## config.mk

```make
export PLATFORM = sky130hd
export DESIGN_NAME = gdfp_core
export DESIGN_NICKNAME = d
export VERILOG_FILES = /design/src/logic/gdfp_pkg.sv /design/src/logic/gdfp_core.sv
export SDC_FILE = /design/constraint.sdc
export NUM_CORES = 1
export LEC_CHECK = 0
export BUFFER_PORTS_ARGS = -buffer_cell sky130_fd_sc_hd__buf_2
export CORE_AREA = 4 4 127 129
export DETAILED_ROUTE_END_ITERATION = 12
export DIE_AREA = 0 0 131 133
export PLACE_DENSITY = 0.63
export SETUP_SLACK_MARGIN = 0.5
export SLEW_MARGIN = 0
export SYNTH_ARGS = -nofsm -noshare
export SYNTH_HDL_FRONTEND = slang
export SYNTH_SLANG_ARGS = --single-unit
export TNS_END_PERCENT = 100
```

## constraint.sdc

```tcl
create_clock -name sys_clk_in -period 4.75 [get_ports sys_clk_in]
set_clock_uncertainty 0.05 [all_clocks]
set_input_delay 0.7125 -clock sys_clk_in [delete_from_list [all_inputs] [get_ports sys_clk_in]]
set_output_delay 0.7125 -clock sys_clk_in [all_outputs]
set_load 0.03 [all_outputs]
```

## src/logic/gdfp_pkg.sv

```systemverilog
package gdfp_pkg;

  // ------------------------------------------------------------
  // timing
  // ------------------------------------------------------------
  localparam int CLK_HZ = 50_000_000;
  localparam int STRETCH_US = 64;
  localparam int STRETCH_CYC = (STRETCH_US * (CLK_HZ / 1_000_000));
  localparam int SHUTDOWN_US = 10;
  localparam int SHUTDOWN_CYC = (SHUTDOWN_US * (CLK_HZ / 1_000_000));
  localparam int CNT_W = 13;

  // ------------------------------------------------------------
  // register map (byte offsets, 32-bit words)
  // ------------------------------------------------------------
  localparam logic [3:0] CTRL_ADDR = 4'h0;
  localparam logic [3:0] STAT_ADDR = 4'h4;
  localparam logic [3:0] CMD_ADDR = 4'h8;

  // control field positions
  localparam int CTRL_MODE_LSB = 0;
  localparam int CTRL_OFFTIME_BIT = 2;
  localparam int CTRL_WSEL_LSB = 3;
  localparam int CTRL_THR_LSB = 5;
  localparam int CMD_RESET_BIT = 0;

  // status field positions
  localparam int STAT_OC_LSB = 0;
  localparam int STAT_PUV_BIT = 6;
  localparam int STAT_GUV_BIT = 7;
  localparam int STAT_GOV_BIT = 8;
  localparam int STAT_TW_BIT = 9;
  localparam int STAT_TSD_BIT = 10;

  localparam logic [4:0] THR_RESET = 5'h00;

  typedef enum logic [1:0] {
    GDFP_OC_LIMIT = 2'b00,
    GDFP_OC_LATCH = 2'b01,
    GDFP_OC_REPORT = 2'b10,
    GDFP_OC_OFF = 2'b11
  } gdfp_overcurrent_mode_field_e;

  typedef enum logic [1:0] {
    GDFP_W_BOTH = 2'b00,
    GDFP_W_TEMP = 2'b01,
    GDFP_W_OC = 2'b10,
    GDFP_W_RSV = 2'b11
  } gdfp_wsel_e;

  typedef struct packed {
    logic [4:0] threshold;
    gdfp_wsel_e warn_sel;
    logic off_time;
    gdfp_overcurrent_mode_field_e mode;
  } gdfp_ctrl_s;

  localparam gdfp_ctrl_s CTRL_RESET = '{THR_RESET, GDFP_W_BOTH, 1'b0, GDFP_OC_LIMIT};

  typedef struct packed {
    logic power_uv;
    logic gate_uv;
    logic gate_ov;
    logic temp_warn;
    logic temp_sd;
  } gdfp_supply_s;

endpackage

```

## src/logic/gdfp_core.sv

```systemverilog
`timescale 1ns/1ps
module gdfp_core
  import gdfp_pkg::*;
#(
  parameter int STRETCH = STRETCH_CYC,
  parameter int SHUTDOWN = SHUTDOWN_CYC
) (
  input wire logic sys_clk_in,
  input wire logic reset_in,
  input wire logic [3:0] addr_in,
  input wire logic [31:0] wdata_in,
  input wire logic wr_in,
  input wire logic rd_in,
  output logic [31:0] rdata_out,
  input wire logic gate_enable_in,
  input wire logic [5:0] pwm_in,
  input wire logic [5:0] oc_detect_in,
  input wire gdfp_supply_s supply_in,
  input wire logic chip_select_n_in,
  input wire logic serial_data_in,
  output logic serial_data_out,
  output logic serial_data_oe_out,
  output logic [5:0] gate_out,
  output logic [4:0] oc_threshold_out,
  output logic charge_pump_on_out,
  output logic blocks_on_out,
  output logic warning_out_n,
  output logic warning_oe_out,
  output logic fault_out_n,
  output logic fault_oe_out
);

  // ------------------------------------------------------------
  // registers
  // ------------------------------------------------------------
  gdfp_ctrl_s ctrl_reg;
  logic [10:0] status_reg;
  logic [5:0] pwm_prev_reg;
  logic [5:0] tripped_reg;
  logic [5:0] oc_seen_reg;
  logic [CNT_W-1:0] off_cnt_reg;
  logic [CNT_W-1:0] warn_cnt_reg;
  logic warn_hold_reg;
  logic [CNT_W-1:0] low_cnt_reg;
  logic en_prev_reg;
  logic gate_ov_latch_reg;
  logic temp_sd_latch_reg;
  logic driver_on_reg;
  logic blocks_on_reg;
  logic [2:0] phase_off_reg;
  logic soft_reset;
  logic en_rise;
  logic en_fall;
  logic [5:0] oc_act;
  logic [5:0] pwm_rise;
  logic [5:0] pwm_edge;
  logic long_low;

  assign soft_reset = wr_in && addr_in == CMD_ADDR && wdata_in[CMD_RESET_BIT];
  assign en_rise = gate_enable_in && !en_prev_reg;
  assign en_fall = !gate_enable_in && en_prev_reg;
  assign pwm_rise = pwm_in & ~pwm_prev_reg;
  assign pwm_edge = pwm_in ^ pwm_prev_reg;
  assign long_low = low_cnt_reg >= CNT_W'(SHUTDOWN);
  // disable mode masks all detections at the source
  assign oc_act = (ctrl_reg.mode == GDFP_OC_OFF) ? 6'h00 : oc_detect_in;

  // ------------------------------------------------------------
  // register bus
  // ------------------------------------------------------------
  // control is written by software; a gate-enable low does not clear it
  always_ff @(posedge sys_clk_in or posedge reset_in) begin
    if (reset_in) begin
      ctrl_reg <= CTRL_RESET;
    end else if (wr_in && addr_in == CTRL_ADDR) begin
      ctrl_reg <= gdfp_ctrl_s'(wdata_in[9:0]);
    end
  end

  // read data stands one cycle after the strobe, unmapped reads zero
  always_ff @(posedge sys_clk_in or posedge reset_in) begin
    if (reset_in) begin
      rdata_out <= 32'h0000_0000;
    end else if (rd_in) begin
      unique case (addr_in)
        CTRL_ADDR: rdata_out <= {22'h000000, ctrl_reg};
        STAT_ADDR: rdata_out <= {21'h000000, status_reg};
        default: rdata_out <= 32'h0000_0000;
      endcase
    end else begin
      rdata_out <= 32'h0000_0000;
    end
  end

  // ------------------------------------------------------------
  // status: sticky, new events win over clearing
  // ------------------------------------------------------------
  always_ff @(posedge sys_clk_in or posedge reset_in) begin
    if (reset_in) begin
      status_reg <= 11'h000;
    end else begin
      logic [10:0] ev;
      // a latch that is being cleared this cycle must not re-mark the status
      ev = {(temp_sd_latch_reg && !(en_rise || soft_reset)) | supply_in.temp_sd,
            supply_in.temp_warn,
            (gate_ov_latch_reg && !(en_rise && long_low)) | supply_in.gate_ov,
            supply_in.gate_uv, supply_in.power_uv, oc_act};
      if (en_rise || soft_reset) begin
        status_reg <= ev;
      end else begin
        status_reg <= status_reg | ev;
      end
    end
  end

  // ------------------------------------------------------------
  // gate enable: quick toggle versus full shutdown
  // ------------------------------------------------------------
  always_ff @(posedge sys_clk_in or posedge reset_in) begin
    if (reset_in) begin
      en_prev_reg <= 1'b0;
      low_cnt_reg <= '0;
      blocks_on_reg <= 1'b0;
      driver_on_reg <= 1'b0;
    end else begin
      en_prev_reg <= gate_enable_in;
      if (gate_enable_in) begin
        low_cnt_reg <= '0;
        blocks_on_reg <= 1'b1;
        driver_on_reg <= 1'b1;
      end else begin
        driver_on_reg <= 1'b0;
        if (!long_low) begin
          low_cnt_reg <= low_cnt_reg + 1'b1;
        end else begin
          blocks_on_reg <= 1'b0;
        end
      end
    end
  end

  // ------------------------------------------------------------
  // latched faults
  // ------------------------------------------------------------
  // overvoltage survives quick toggles and command; a fault still present re-latches
  always_ff @(posedge sys_clk_in or posedge reset_in) begin
    if (reset_in) begin
      gate_ov_latch_reg <= 1'b0;
      temp_sd_latch_reg <= 1'b0;
    end else begin
      if (supply_in.gate_ov) begin
        gate_ov_latch_reg <= 1'b1;
      end else if (en_rise && long_low) begin
        gate_ov_latch_reg <= 1'b0;
      end
      if (supply_in.temp_sd) begin
        temp_sd_latch_reg <= 1'b1;
      end else if (en_rise || soft_reset) begin
        temp_sd_latch_reg <= 1'b0;
      end
    end
  end

  // ------------------------------------------------------------
  // overcurrent limiting
  // ------------------------------------------------------------
  // one shared down-counter, reloaded by every new trip
  always_ff @(posedge sys_clk_in or posedge reset_in) begin
    if (reset_in) begin
      pwm_prev_reg <= 6'h00;
      tripped_reg <= 6'h00;
      off_cnt_reg <= '0;
    end else begin
      pwm_prev_reg <= pwm_in;
      if (ctrl_reg.mode != GDFP_OC_LIMIT || !driver_on_reg || soft_reset) begin
        tripped_reg <= 6'h00;
        off_cnt_reg <= '0;
      end else if (!ctrl_reg.off_time) begin
        // cycle control: held off until the PWM input rises again
        tripped_reg <= (tripped_reg & ~pwm_rise) | (oc_act & pwm_in);
        off_cnt_reg <= '0;
      end else begin
        if ((oc_act & pwm_in) != 6'h00) begin
          off_cnt_reg <= CNT_W'(STRETCH);
        end else if (off_cnt_reg != '0) begin
          off_cnt_reg <= off_cnt_reg - 1'b1;
        end
        if (off_cnt_reg == CNT_W'(1) && (oc_act & pwm_in) == 6'h00) begin
          tripped_reg <= 6'h00;
        end else begin
          tripped_reg <= (tripped_reg & ~pwm_edge) | (oc_act & pwm_in);
        end
      end
    end
  end

  // latch mode: any trip takes its whole phase off until reset
  always_ff @(posedge sys_clk_in or posedge reset_in) begin
    if (reset_in) begin
      phase_off_reg <= 3'h0;
    end else if (ctrl_reg.mode != GDFP_OC_LATCH) begin
      phase_off_reg <= 3'h0;
    end else begin
      // a trip in the same cycle as a reset wins, so a live fault stays latched
      for (int p = 0; p < 3; p++) begin
        if (oc_act[2*p] || oc_act[2*p+1]) begin
          phase_off_reg[p] <= 1'b1;
        end else if (en_rise || soft_reset) begin
          phase_off_reg[p] <= 1'b0;
        end
      end
    end
  end

  // ------------------------------------------------------------
  // gate outputs
  // ------------------------------------------------------------
  always_ff @(posedge sys_clk_in or posedge reset_in) begin
    if (reset_in) begin
      gate_out <= 6'h00;
    end else if (!driver_on_reg || supply_in.power_uv || supply_in.gate_uv
                 || gate_ov_latch_reg || temp_sd_latch_reg) begin
      gate_out <= 6'h00;
    end else begin
      logic [5:0] g;
      g = pwm_in & ~tripped_reg & ~oc_act;
      if (ctrl_reg.mode == GDFP_OC_REPORT || ctrl_reg.mode == GDFP_OC_OFF) begin
        g = pwm_in;
      end
      for (int p = 0; p < 3; p++) begin
        if (phase_off_reg[p]) begin
          g[2*p+:2] = 2'b00;
        end
      end
      gate_out <= g;
    end
  end

  // ------------------------------------------------------------
  // warning stretch
  // ------------------------------------------------------------
  always_ff @(posedge sys_clk_in or posedge reset_in) begin
    if (reset_in) begin
      warn_cnt_reg <= '0;
      oc_seen_reg <= 6'h00;
      warn_hold_reg <= 1'b0;
    end else if (oc_act != 6'h00) begin
      warn_cnt_reg <= CNT_W'(STRETCH);
      oc_seen_reg <= oc_seen_reg | oc_act;
      warn_hold_reg <= 1'b1;
    end else if (warn_hold_reg) begin
      // in limit mode the pulse ends early once every tripped FET's cycle ended
      if (warn_cnt_reg == CNT_W'(1) || (ctrl_reg.mode == GDFP_OC_LIMIT
          && (oc_seen_reg & pwm_in) == 6'h00)) begin
        warn_hold_reg <= 1'b0;
        oc_seen_reg <= 6'h00;
        warn_cnt_reg <= '0;
      end else begin
        warn_cnt_reg <= warn_cnt_reg - 1'b1;
      end
    end
  end

  // ------------------------------------------------------------
  // open-drain pins and serial output
  // ------------------------------------------------------------
  always_ff @(posedge sys_clk_in or posedge reset_in) begin
    if (reset_in) begin
      warning_oe_out <= 1'b0;
      fault_oe_out <= 1'b1;
      serial_data_oe_out <= 1'b0;
      serial_data_out <= 1'b0;
      charge_pump_on_out <= 1'b0;
      blocks_on_out <= 1'b0;
      oc_threshold_out <= THR_RESET;
      warning_out_n <= 1'b0;
      fault_out_n <= 1'b0;
    end else begin
      // open-drain pins only ever pull low; the enables carry the state
      warning_out_n <= 1'b0;
      fault_out_n <= 1'b0;
      unique case (ctrl_reg.warn_sel)
        GDFP_W_TEMP: warning_oe_out <= supply_in.temp_warn;
        GDFP_W_OC: warning_oe_out <= warn_hold_reg;
        default: warning_oe_out <= supply_in.temp_warn | warn_hold_reg;
      endcase
      // fault held low until the driver is up, then shows any shutdown
      fault_oe_out <= !driver_on_reg || supply_in.power_uv || supply_in.gate_uv
                      || gate_ov_latch_reg || temp_sd_latch_reg || phase_off_reg != 3'h0;
      serial_data_oe_out <= !chip_select_n_in;
      serial_data_out <= serial_data_in & !chip_select_n_in;
      charge_pump_on_out <= blocks_on_reg && !gate_ov_latch_reg && !temp_sd_latch_reg;
      blocks_on_out <= blocks_on_reg;
      oc_threshold_out <= ctrl_reg.threshold;
    end
  end

endmodule

```

Yosys cells after proc, flatten, opt, wreduce, memory -nomap -nowiden --
Cells that the tools add are included.
Word-level totals: input bits 60, bits in registers 136, logic and storage cells 153, output and inout bits 51
Cells by class: magnitude comparators 1, multiplexer cells 39, $add $sub $neg 3, reduce and logical (&&, ||, !) cells 49, eq/ne operators 11, bitwise gates (word level) 21
Operators by type and width (number):
- $mux W13 | 9
- $mux W6 | 9
- $and A6 B6 Y6 | 7
- $mux W32 | 1
- $not A6 Y6 | 5
- $eq A13 B1 Y1 const B | 2
- $sub A13 B1 Y13 const B | 2
- $pmux W11 S2 | 1
- $or A6 B6 Y6 | 3
- $add A13 B1 Y13 const B | 1
- $ge A13 B9 Y1 const B | 1
- $logic_or A1 B1 Y1 | 13
- $mux W1 | 13
- $reduce_bool A13 Y1 | 1
- $logic_not A6 Y1 | 2
- $reduce_bool A2 Y1 | 6
- $reduce_bool A3 Y1 | 4
- $reduce_bool A6 Y1 | 2
- $logic_and A1 B1 Y1 | 11
- $mux W11 | 1
- $or A11 B11 Y11 | 1
- $logic_not A1 Y1 | 7
- $eq A2 B2 Y1 const B | 3
- $mux W2 | 3
- other kinds (14) | 16

Logic depth before layout (Yosys ltp) --
Gate-level depths: netlist (run 1).
depth after elaboration 9, depth in mapped cells 7, mapped depth without buffers 6

Least setup slack after synthesis (run 1) --
Ideal clock, no wire load.
kind flip-flop to flip-flop, from reg off_cnt_reg[3], to reg tripped_reg[0], clock period less this slack 2.019 ns, path buffers 0, stages on the path, launching flop included 5, required time 4.565 ns, arrival time 1.834 ns, path slack 2.731 ns, path through dfrtp_1 -> or4_4 -> or4_4 -> o41ai_4 -> nor2_1
On the way: cells in the longest elaborated chain, start to end 5
RTL lines:
- from (decl) | RTL line gdfp_core.sv:41 | logic [CNT_W-1:0] off_cnt_reg;
- from (signal assigned) | RTL line gdfp_core.sv:184 | off_cnt_reg <= CNT_W'(STRETCH);
- from (signal assigned) | RTL line gdfp_core.sv:186 | off_cnt_reg <= off_cnt_reg - 1'b1;
- $eq A13 B1 Y1 | RTL line gdfp_core.sv:188 | if (off_cnt_reg == CNT_W'(1) && (oc_act & pwm_in) == 6'h00) begin
- $logic_and A1 B1 Y1 | RTL line gdfp_core.sv:188
- $mux W6 | RTL line gdfp_core.sv:188
- $mux W6 | RTL line gdfp_core.sv:178 | end else if (!ctrl_reg.off_time) begin
- $mux W6 | RTL line gdfp_core.sv:175 | if (ctrl_reg.mode != GDFP_OC_LIMIT || !driver_on_reg || soft_reset) begin
- to (signal assigned) | RTL line gdfp_core.sv:180 | tripped_reg <= (tripped_reg & ~pwm_rise) | (oc_act & pwm_in);
- to (signal assigned) | RTL line gdfp_core.sv:191 | tripped_reg <= (tripped_reg & ~pwm_edge) | (oc_act & pwm_in);
- to (decl) | RTL line gdfp_core.sv:39 | logic [5:0] tripped_reg;
No other way between the ends. A chain may end at the register's enable or synchronous reset.

Worst setup path in the final report (run 1) --
from reg warn_cnt_reg[7], to reg warn_cnt_reg[7]
On the way: cells in the longest elaborated chain, start to end 5
RTL lines:
- from (decl) | RTL line gdfp_core.sv:42 | logic [CNT_W-1:0] warn_cnt_reg;
- from (signal assigned) | RTL line gdfp_core.sv:248 | warn_cnt_reg <= CNT_W'(STRETCH);
- from (signal assigned) | RTL line gdfp_core.sv:259 | warn_cnt_reg <= warn_cnt_reg - 1'b1;
- parallel branches: the longest is 2 deep, another holds $sub A13 B1 Y13
- $mux W13 (*) | RTL line gdfp_core.sv:253 | if (warn_cnt_reg == CNT_W'(1) || (ctrl_reg.mode == GDFP_OC_LIMIT
- $mux W13 (*) | RTL line gdfp_core.sv:251 | end else if (warn_hold_reg) begin
- $mux W13 (*) | RTL line gdfp_core.sv:247 | end else if (oc_act != 6'h00) begin
Every way passes the cells marked *. The select of a mux whose other input is x is not followed.

==> summary.txt, run 1 <==
Timing
  • Worst-Margin Slew: 0.999 ns
  • Setup Viol. Count Final: 0
  • Hold_ws: roughly 0.33 ns
  • Fmax achieved: between 300 and 400 MHz
  • Pins over their slew limit: 0
  • Post-route minimum period: between 2 and 3 ns
  • Final WS setup: between 2 and 2.5 ns
  • Hold Vio Cnt, Final: 0
  • Period utilization: 0.557
  • Post-Route Setup TNS: 0 ns
  • Slew Limit Headroom: 0.334
  • RSZ-0062 raised after global routing: false

Setup path
  • Kind of critical path: reg2reg
  • Buf/Inv on CP: 0
  • Critical Path Max Stage Delay: about 0.72 ns
  • Critical path, cell by cell: nor4_1 -> nand4b_1 -> nand3_1 -> o221ai_1
  • Worst Setup SP: warn_cnt_reg[7]$_DFFE_PP0P_
  • Critical Path AT: 2.84 ns
  • Critical Path End Type: register
  • Worst path top cell family by delay: simple AND/OR/NAND/NOR gates
  • Critical Path RT: around 5.0 ns
  • Worst R2R Path Depth: 4
  • Critical path depth in cells: 4
  • CP Max Fanout: 17
  • Startpoint types: register
  • Slowest cell on crit path: nand4b_1
  • RR Startpoint: warn_cnt_reg[7]$_DFFE_PP0P_

Placed design
  • Placer Congestion: between 0.7 and 0.8
  • Placement Setup Slack: ~2.1 ns
  • Area post-placement: slightly below 0.006 mm²
  • # port buffers: 65
  • Dpl cells: 745
  • Hpwl dp: ~9 mm

Logic synthesis
  • Post-Synth Simple-Gate Area: 0.169
  • Area leader, netlist: dfrtp_1
  • Yosys Warn Count: 0
  • Largest family of logic cells by synthesized area: simple AND/OR/NAND/NOR gates
  • Number of synthesized flops with an enable pin: 0
  • Top cell type's share of synthesized area: 0.529
  • Ranking of synthesized cells by area: dfrtp_1 (53%), ha_1 (3.5%), buf_4 (3.2%)
  • Syn avg cell area: about 11 µm²
  • Post-Synth XOR/XNOR Area: 0.0131
  • Sequential area share after synthesis: 0.533
  • Top_reg_cell synth: dfrtp_1
  • Mapped Cells: between 500 and 600
  • Async set-reset flop share out of synthesis: 1.00
  • Adder-cell area share of the yosys netlist: 0.0351
  • Post-synthesis instance area: 0.00535 mm²
  • Multiplexer share of the synthesized area: 0.0435
  • Synth cell types: 60
  • Synth Register Bits: between 100 and 150
  • Synth Area in Compound Gates: 0.143

Finish
  • Post-Route Utilization: 0.424
  • Antenna Cells: 0
  • Fill cells: approximately 1400
  • Layout Cells excl Fill: roughly 780
  • Nets: 651
  • Sequential Area: roughly 0.0029 mm²
  • Multi-input gate area: around 0.0022 mm²
  • Share of layout cells above drive strength 1: 0.202
  • Area delta synth->final: 19.3%
  • Finished Cell Area: 0.00638 mm²

Routing
  • Met1 WL: ~5.7 mm
  • Met3 routed WL: around 600 µm
  • Remaining antenna violation count: 0
  • Vias post-DR: 4142
  • Via density: roughly 5.3
  • Wire length on met2: a little over 6 mm
  • Starting DRT DRC Count: 460
  • Routed len/inst: ~16 µm
  • Pre-antenna DRT Iters: 7
  • Top layer in use: met5
  • Number of remaining DRC errors: 0
  • Drt total wl: 12.5 mm

Min path
  • WHS Path Cells: 0
  • Hold Startpoint: blocks_on_reg$_DFFE_PP0P_
  • Hold Path Class: reg2reg

Clock tree
  • Hold-fix buffers, CTS: 0
  • Setup Buffers After CTS: 0
  • Post_cts resized: 0
  • Clk sinks: approximately 110
  • Max Root-Sink Buffers: 2
  • CTS tree: built
  • H-tree Lvls: 4
  • Inserted Clock Buffers: 17
  • Reg clk slew, reported paths: 0.05 ns
  • CTS root buf: clkbuf_16
  • Clk Latency, worst-skew pair: between 0.4 and 0.5 ns

Power
  • Power Total: between 3 and 4 mW
  • Peak supply drop: around 0.26 mV
  • P per Cell Area: approximately 470 mW/mm²
  • Leak: around 3.0 nW

Floorplan
  • FP Rows: 45
  • Die height: roughly 130 µm
  • Die area: 0.0174 mm²
  • DIE WIDTH: between 100 and 150 µm
  • Initial Util: 0.356
  • Core box area: 0.0150 mm²
  • Ports: around 110

Global routing
  • GRT Total Usage: 0.148
  • Vias in the first global route: around 4100
  • Largest net degree at the start of global routing: 81
  • Congestion Overflow GR: 0
  • First-pass GRT wire length: about 20 mm
  • Initial antenna violation count: 1

Job
  • Max_cap viols: 0

Status
  • Status: finished, final reports clean
[worst reg2reg max path, delay by kind of cell, from the launching register on]
kind	cells	cell delay, ns
simple gates	3	1.84
flops	1	0.40
compound gates	1	0.19
[final cells by class]
type                            instances  area share
Sequential cell                       114       0.447
Multi-Input combinational cell        350       0.352
Timing Repair Buffer                   68      0.0545
Inverter                               25      0.0151
Tap cell                              188      0.0369
Clock buffer                           20      0.0684
Clock inverter                         11      0.0255
[per-layer routing]
metal,track usage,up-vias
met3,0.0509,16
met4,0.0406,2
li1,-,1936
met2,0.237,117
met1,0.190,2071
met5,0,-
[power by group]
| part | total, mW | internal, mW | leakage (nW) | switching [mW] |
|---|---|---|---|---|
| clock | 1.30 | 0.869 | 0.286 | 0.435 |
| sequential | 1.15 | 1.06 | 1.41 | 0.0891 |
| combinational | 0.553 | 0.220 | 1.28 | 0.333 |
| total | 3.00 | 2.14 | 2.98 | 0.857 |
[layout by cell type, fill, tap and decap left out, types with 4 or more instances in the layout]
| cell | instances |
|---|---|
| a22o_1 | 6 |
| nand4_1 | 5 |
| buf_2 | 65 |
| nand4b_1 | 4 |
| bufinv_16 | 4 |
| ha_1 | 15 |
| clkinv_2 | 4 |
| nand2b_1 | 6 |
| dfrtp_1 | 113 |
| nand2_1 | 37 |
| nand3_1 | 10 |
| or4_1 | 7 |
| inv_1 | 24 |
| a22oi_1 | 4 |
| nor2_1 | 42 |
| o21ai_0 | 22 |
| a31oi_1 | 16 |
| mux2_2 | 10 |
| conb_1 | 23 |
| nor2b_1 | 7 |
| clkbuf_16 | 17 |
| nor4_1 | 8 |
| a211oi_1 | 4 |
| a21o_1 | 5 |
| a21oi_1 | 22 |
| a32oi_1 | 8 |
| or3_1 | 12 |
| mux2i_1 | 12 |
| nor3_1 | 14 |
| xor2_1 | 5 |
[cell families (layout without fill, tap and decap cells)]
| group | count (synthesis) | in the layout |
|---|---|---|
| AO/OA/AOI/OAI | 112 | 112 |
| XOR/XNOR | 8 | 8 |
| adder cells (fa/ha/maj) | 15 | 15 |
| buffers and inverters | 64 | 124 |
| flip-flops | 114 | 114 |
| multiplexers | 22 | 22 |
| other | 1 | 23 |
| AND/OR/NAND/NOR | 170 | 170 |
[synth_stat cells (3+ instances only)]
cell type / instances
or4_1: 7
ha_1: 15
o221ai_1: 3
a22o_1: 6
a22oi_1: 4
xnor2_1: 3
o22ai_1: 3
nor2b_1: 7
mux2_2: 10
nor3_1: 14
nor4_1: 8
dfrtp_1: 113
nand4_1: 5
mux2i_1: 12
xor2_1: 5
nor2_1: 42
or3_1: 12
nor3b_1: 3
a32oi_1: 8
a31oi_1: 16
nand2_1: 37
o2111ai_1: 3
nand3_1: 10
o21ai_0: 22
buf_4: 23
buf_2: 3
nand4b_1: 4
a21o_1: 5
inv_1: 25
clkbuf_1: 11
nand2b_1: 6
a211oi_1: 4
a21oi_1: 22
[final timing paths]
path	slack (ns)	endpoint
hold / removal	0.33	blocks_on_out$_DFF_PP0_
min in group asynchronous	0.46	serial_data_oe_out$_DFF_PP0_
hold reg to reg	0.33	blocks_on_out$_DFF_PP0_
setup reg to reg	2.10	warn_cnt_reg[7]$_DFFE_PP0P_
max in group asynchronous	3.10	oc_seen_reg[1]$_DFFE_PP0P_
setup / recovery	2.10	warn_cnt_reg[7]$_DFFE_PP0P_
Note: power is estimated with default switching activity, not from simulation.
==> run 2, diff against run 1 <==
--- a/config.mk
+++ b/config.mk
@@ -5,11 +5,12 @@
 export SDC_FILE = /design/constraint.sdc
 export NUM_CORES = 1
 export LEC_CHECK = 0
+export ABC_AREA = 1
 export BUFFER_PORTS_ARGS = -buffer_cell sky130_fd_sc_hd__buf_2
-export CORE_AREA = 4 4 127 129
+export CORE_AREA = 4 4 131 133
 export DETAILED_ROUTE_END_ITERATION = 12
-export DIE_AREA = 0 0 131 133
-export PLACE_DENSITY = 0.63
+export DIE_AREA = 0 0 135 137
+export PLACE_DENSITY = 0.64
 export SETUP_SLACK_MARGIN = 0.5
 export SLEW_MARGIN = 0
 export SYNTH_ARGS = -nofsm -noshare
==> constraint.sdc (replaced) <==
create_clock -name sys_clk_in -period 2.1 [get_ports sys_clk_in]
set_clock_uncertainty 0.05 [all_clocks]
set_input_delay 0.315 -clock sys_clk_in [delete_from_list [all_inputs] [get_ports sys_clk_in]]
set_output_delay 0.315 -clock sys_clk_in [all_outputs]
set_load 0.03 [all_outputs]
==> run 2 against run 1 <==
Utilization up 4.3 points; die area grew 6.2%; combinational power up 120%; final cell count grew 29%; hold slack worse by 0.31 ns; clock-buffer cell count is 3 lower; clock power up 140%; via count up 10%; register-to-register slack lost 1.7 ns; critical path type unchanged; critical endpoint is now warn_cnt_reg[10]$_DFFE_PP0P_.
==> summary.txt, run 2 <==
Logic synthesis
  • Syn avg cell area: 8.68 µm²
  • Post-synthesis instance area: ~0.0057 mm²
  • Synth cell types: 43
  • Ranking of synthesized cells by area: dfrtp_1 (50%), inv_1 (7.6%), nand2_1 (6.0%)
  • Area leader, netlist: dfrtp_1
  • Number of synthesized flops with an enable pin: 0
  • Mapped Cells: around 650
  • Sequential area share after synthesis: 0.504
  • Synth Register Bits: between 100 and 150
  • Async set-reset flop share out of synthesis: 1.00
  • Most frequent cell after synthesis: inv_1
  • Top_reg_cell synth: dfrtp_1
  • Commonest cells post-synth: inv_1 (114), dfrtp_1 (113), nand2_1 (91)
  • Yosys Warn Count: 0
  • Top cell type's share of synthesized area: 0.499

Power
  • P per Cell Area: a little over 900 mW/mm²
  • NetSw: around 2.0 mW
  • Share of power burned in registers: 0.365
  • Leak: between 3 and 4 nW
  • Power Total: approximately 6.7 mW
  • Switch share: 0.293
  • Pint: around 4.8 mW
  • Gate power share: 0.179
  • Clock Power Share: 0.456
  • Peak supply drop: around 0.7 mV

Placed design
  • Placement Setup Slack: approximately 0.23 ns
  • Hpwl dp: 9.34 mm
  • Placer Congestion: around 0.81
  • # port buffers: 65

Setup path
  • Critical Path RT: 2.36 ns
  • Kind of critical path: reg2reg
  • Startpoint types: register
  • Worst reg2reg setup slack: roughly 0.42 ns
  • Critical Path AT: around 1.9 ns
  • CP Max Fanout: 6
  • Critical Path End Type: register

Global routing
  • Busiest grt layer: met2
  • Met3 Resource Use GR: 0.0393
  • GRT Total Usage: 0.151
  • GR Util met1: 0.189
  • Met2 usage: 0.257
  • Initial antenna violation count: 0
  • Congestion Overflow GR: 0
  • Largest net degree at the start of global routing: between 40 and 50
  • Vias in the first global route: about 4400
  • First-pass GRT wire length: roughly 22 mm

Floorplan
  • Die height: between 100 and 150 µm
  • Ports: ~110
  • FP Rows: between 40 and 50
  • DIE WIDTH: 135 µm
  • Core box area: between 0.015 and 0.02 mm²
  • Die area: around 0.018 mm²
  • Initial Util: 0.358

Clock tree
  • H-tree Lvls: 4
  • Max Root-Sink Buffers: 2
  • Inserted Clock Buffers: 17
  • CTS tree: built
  • Clk sinks: around 110
  • Clk Latency, worst-skew pair: roughly 0.43 ns
  • Reg clk slew, reported paths: around 0.060 ns
  • CTS root buf: clkbuf_16

Timing
  • Post-Route Setup TNS: 0 ns
  • Period utilization: 0.800
  • Setup Viol. Count Final: 0
  • Post-route minimum period: 1.68 ns
  • Pins over their slew limit: 0
  • Fmax achieved: approximately 600 MHz
  • Hold Vio Cnt, Final: 0
  • RSZ-0062 raised after global routing: true
  • Final WS setup: ~0.42 ns

Routing
  • Via density: 4.57
  • Routed len/inst: 13.9 µm
  • Vias post-DR: between 4000 and 5000
  • Number of remaining DRC errors: 0
  • Drt total wl: 13.9 mm
  • Pre-antenna DRT Iters: 4
  • Starting DRT DRC Count: approximately 190
  • Remaining antenna violation count: 0

Status
  • Status: finished, final reports clean

Finish
  • Nets: 847
  • Area delta synth->final: 30.5%
  • Share of layout cells above drive strength 1: 0.295
  • Antenna Cells: 0
  • Most frequent cells in the layout: dfrtp_1 (111), inv_1 (110), nand2_1 (83), nor2_1 (72), buf_2 (65)
  • Commonest non-fill, non-tap cell in the layout: dfrtp_1

Job
  • Max_cap viols: 0

Min path
  • Hold Path Class: in2reg
==> run 2: layer usage <==
| layer | wire, µm | up-vias |
|---|---|---|
| met1 | 6020 | 2216 |
| met5 | 0 | - |
| met4 | 133 | 0 |
| met3 | 476 | 12 |
| li1 | - | 2264 |
| met2 | 7260 | 73 |
==> run 2: path summary, 6_finish.rpt <==
check,from,endpoint,cells past startpoint
worst min-delay path,pwm_in[2],pwm_prev_reg[2]$_DFF_PP0_,1
worst min register to register,ctrl_reg[6]$_DFFE_PP0P_,oc_threshold_out[1]$_DFF_PP0_,0
max in group asynchronous,reset_in,warn_cnt_reg[6]$_DFFE_PP0P_,4
worst max-delay path,ctrl_reg[1]$_DFFE_PP0P_,warn_cnt_reg[10]$_DFFE_PP0P_,9
worst max register to register,ctrl_reg[1]$_DFFE_PP0P_,warn_cnt_reg[10]$_DFFE_PP0P_,9
min in group asynchronous,reset_in,serial_data_oe_out$_DFF_PP0_,3
==> run 2: cell families (layout without fill, tap and decap cells) <==
group / after synthesis / after routing / share of synthesized area
buf+inv: 153 / 258 / 0.122
flops: 114 / 114 / 0.504
simple gates: 254 / 258 / 0.212
xor+xnor: 11 / 11 / 0.0170
other cells: 1 / 23 / 0.000662
compound gates: 104 / 104 / 0.110
mux: 1 / 1 / 0.00199
fa+ha+maj: 15 / 15 / 0.0331
==> run 2: stage by stage <==
step / hold slack (ns) / cell area (µm²) / instances / utilization
after floorplan: 0.296 / 5750 / 675 / -
after global placement: 0.218 / 6240 / 938 / 0.394
after detailed placement: 0.211 / 6240 / 938 / 0.394
after CTS: 0.00490 / 7230 / 991 / 0.457
after global routing: 0.0136 / 7390 / 1000 / 0.467
final: 0.0204 / 7390 / 1000 / 0.467
==> run 2: area by class of cell <==
type	count	area (µm²)
fill	1475	8430
timing repair buffer	106	713
inverter	121	470
sequential	114	2860
clock buffer	17	425
clock inverter	14	204
tap	216	270
multi-input combinational	412	2450
==> run 2: worst max-delay path, stage by stage, from the launching register on <==
cell and delay (ns):
dfrtp_2 0.46, nand2_4 0.14, nand2_4 0.12, nand2_4 0.05, nor3_4 0.21, buf_12 0.16, buf_8 0.13, inv_6 0.04
a21oi_2 0.11, nand2_1 0.07
==> run 2: repair_timing <==
| action | 4_1_cts | 5_1_grt |
|---|---|---|
| cloned | 4 | 0 |
| hold buffers | 3 | 0 |
| pin swaps | 17 | 17 |
| buffers inserted | 15 | 9 |
| endpoints found under the hold margin | 6 | 0 |
| setup endpoints to repair | 36 | 42 |
| gates resized for setup | 45 | 28 |
==> run 2: power by group through the flow <==
stage	logic (mW)	registers, mW	clock network (mW)
6_report	1.20	2.46	3.07
3_5_place_dp	0.976	2.48	0
5_1_grt	1.32	2.47	3.20
2_1_floorplan	0.704	2.51	0
4_1_cts	1.12	2.45	3.12
3_3_place_gp	0.963	2.47	0
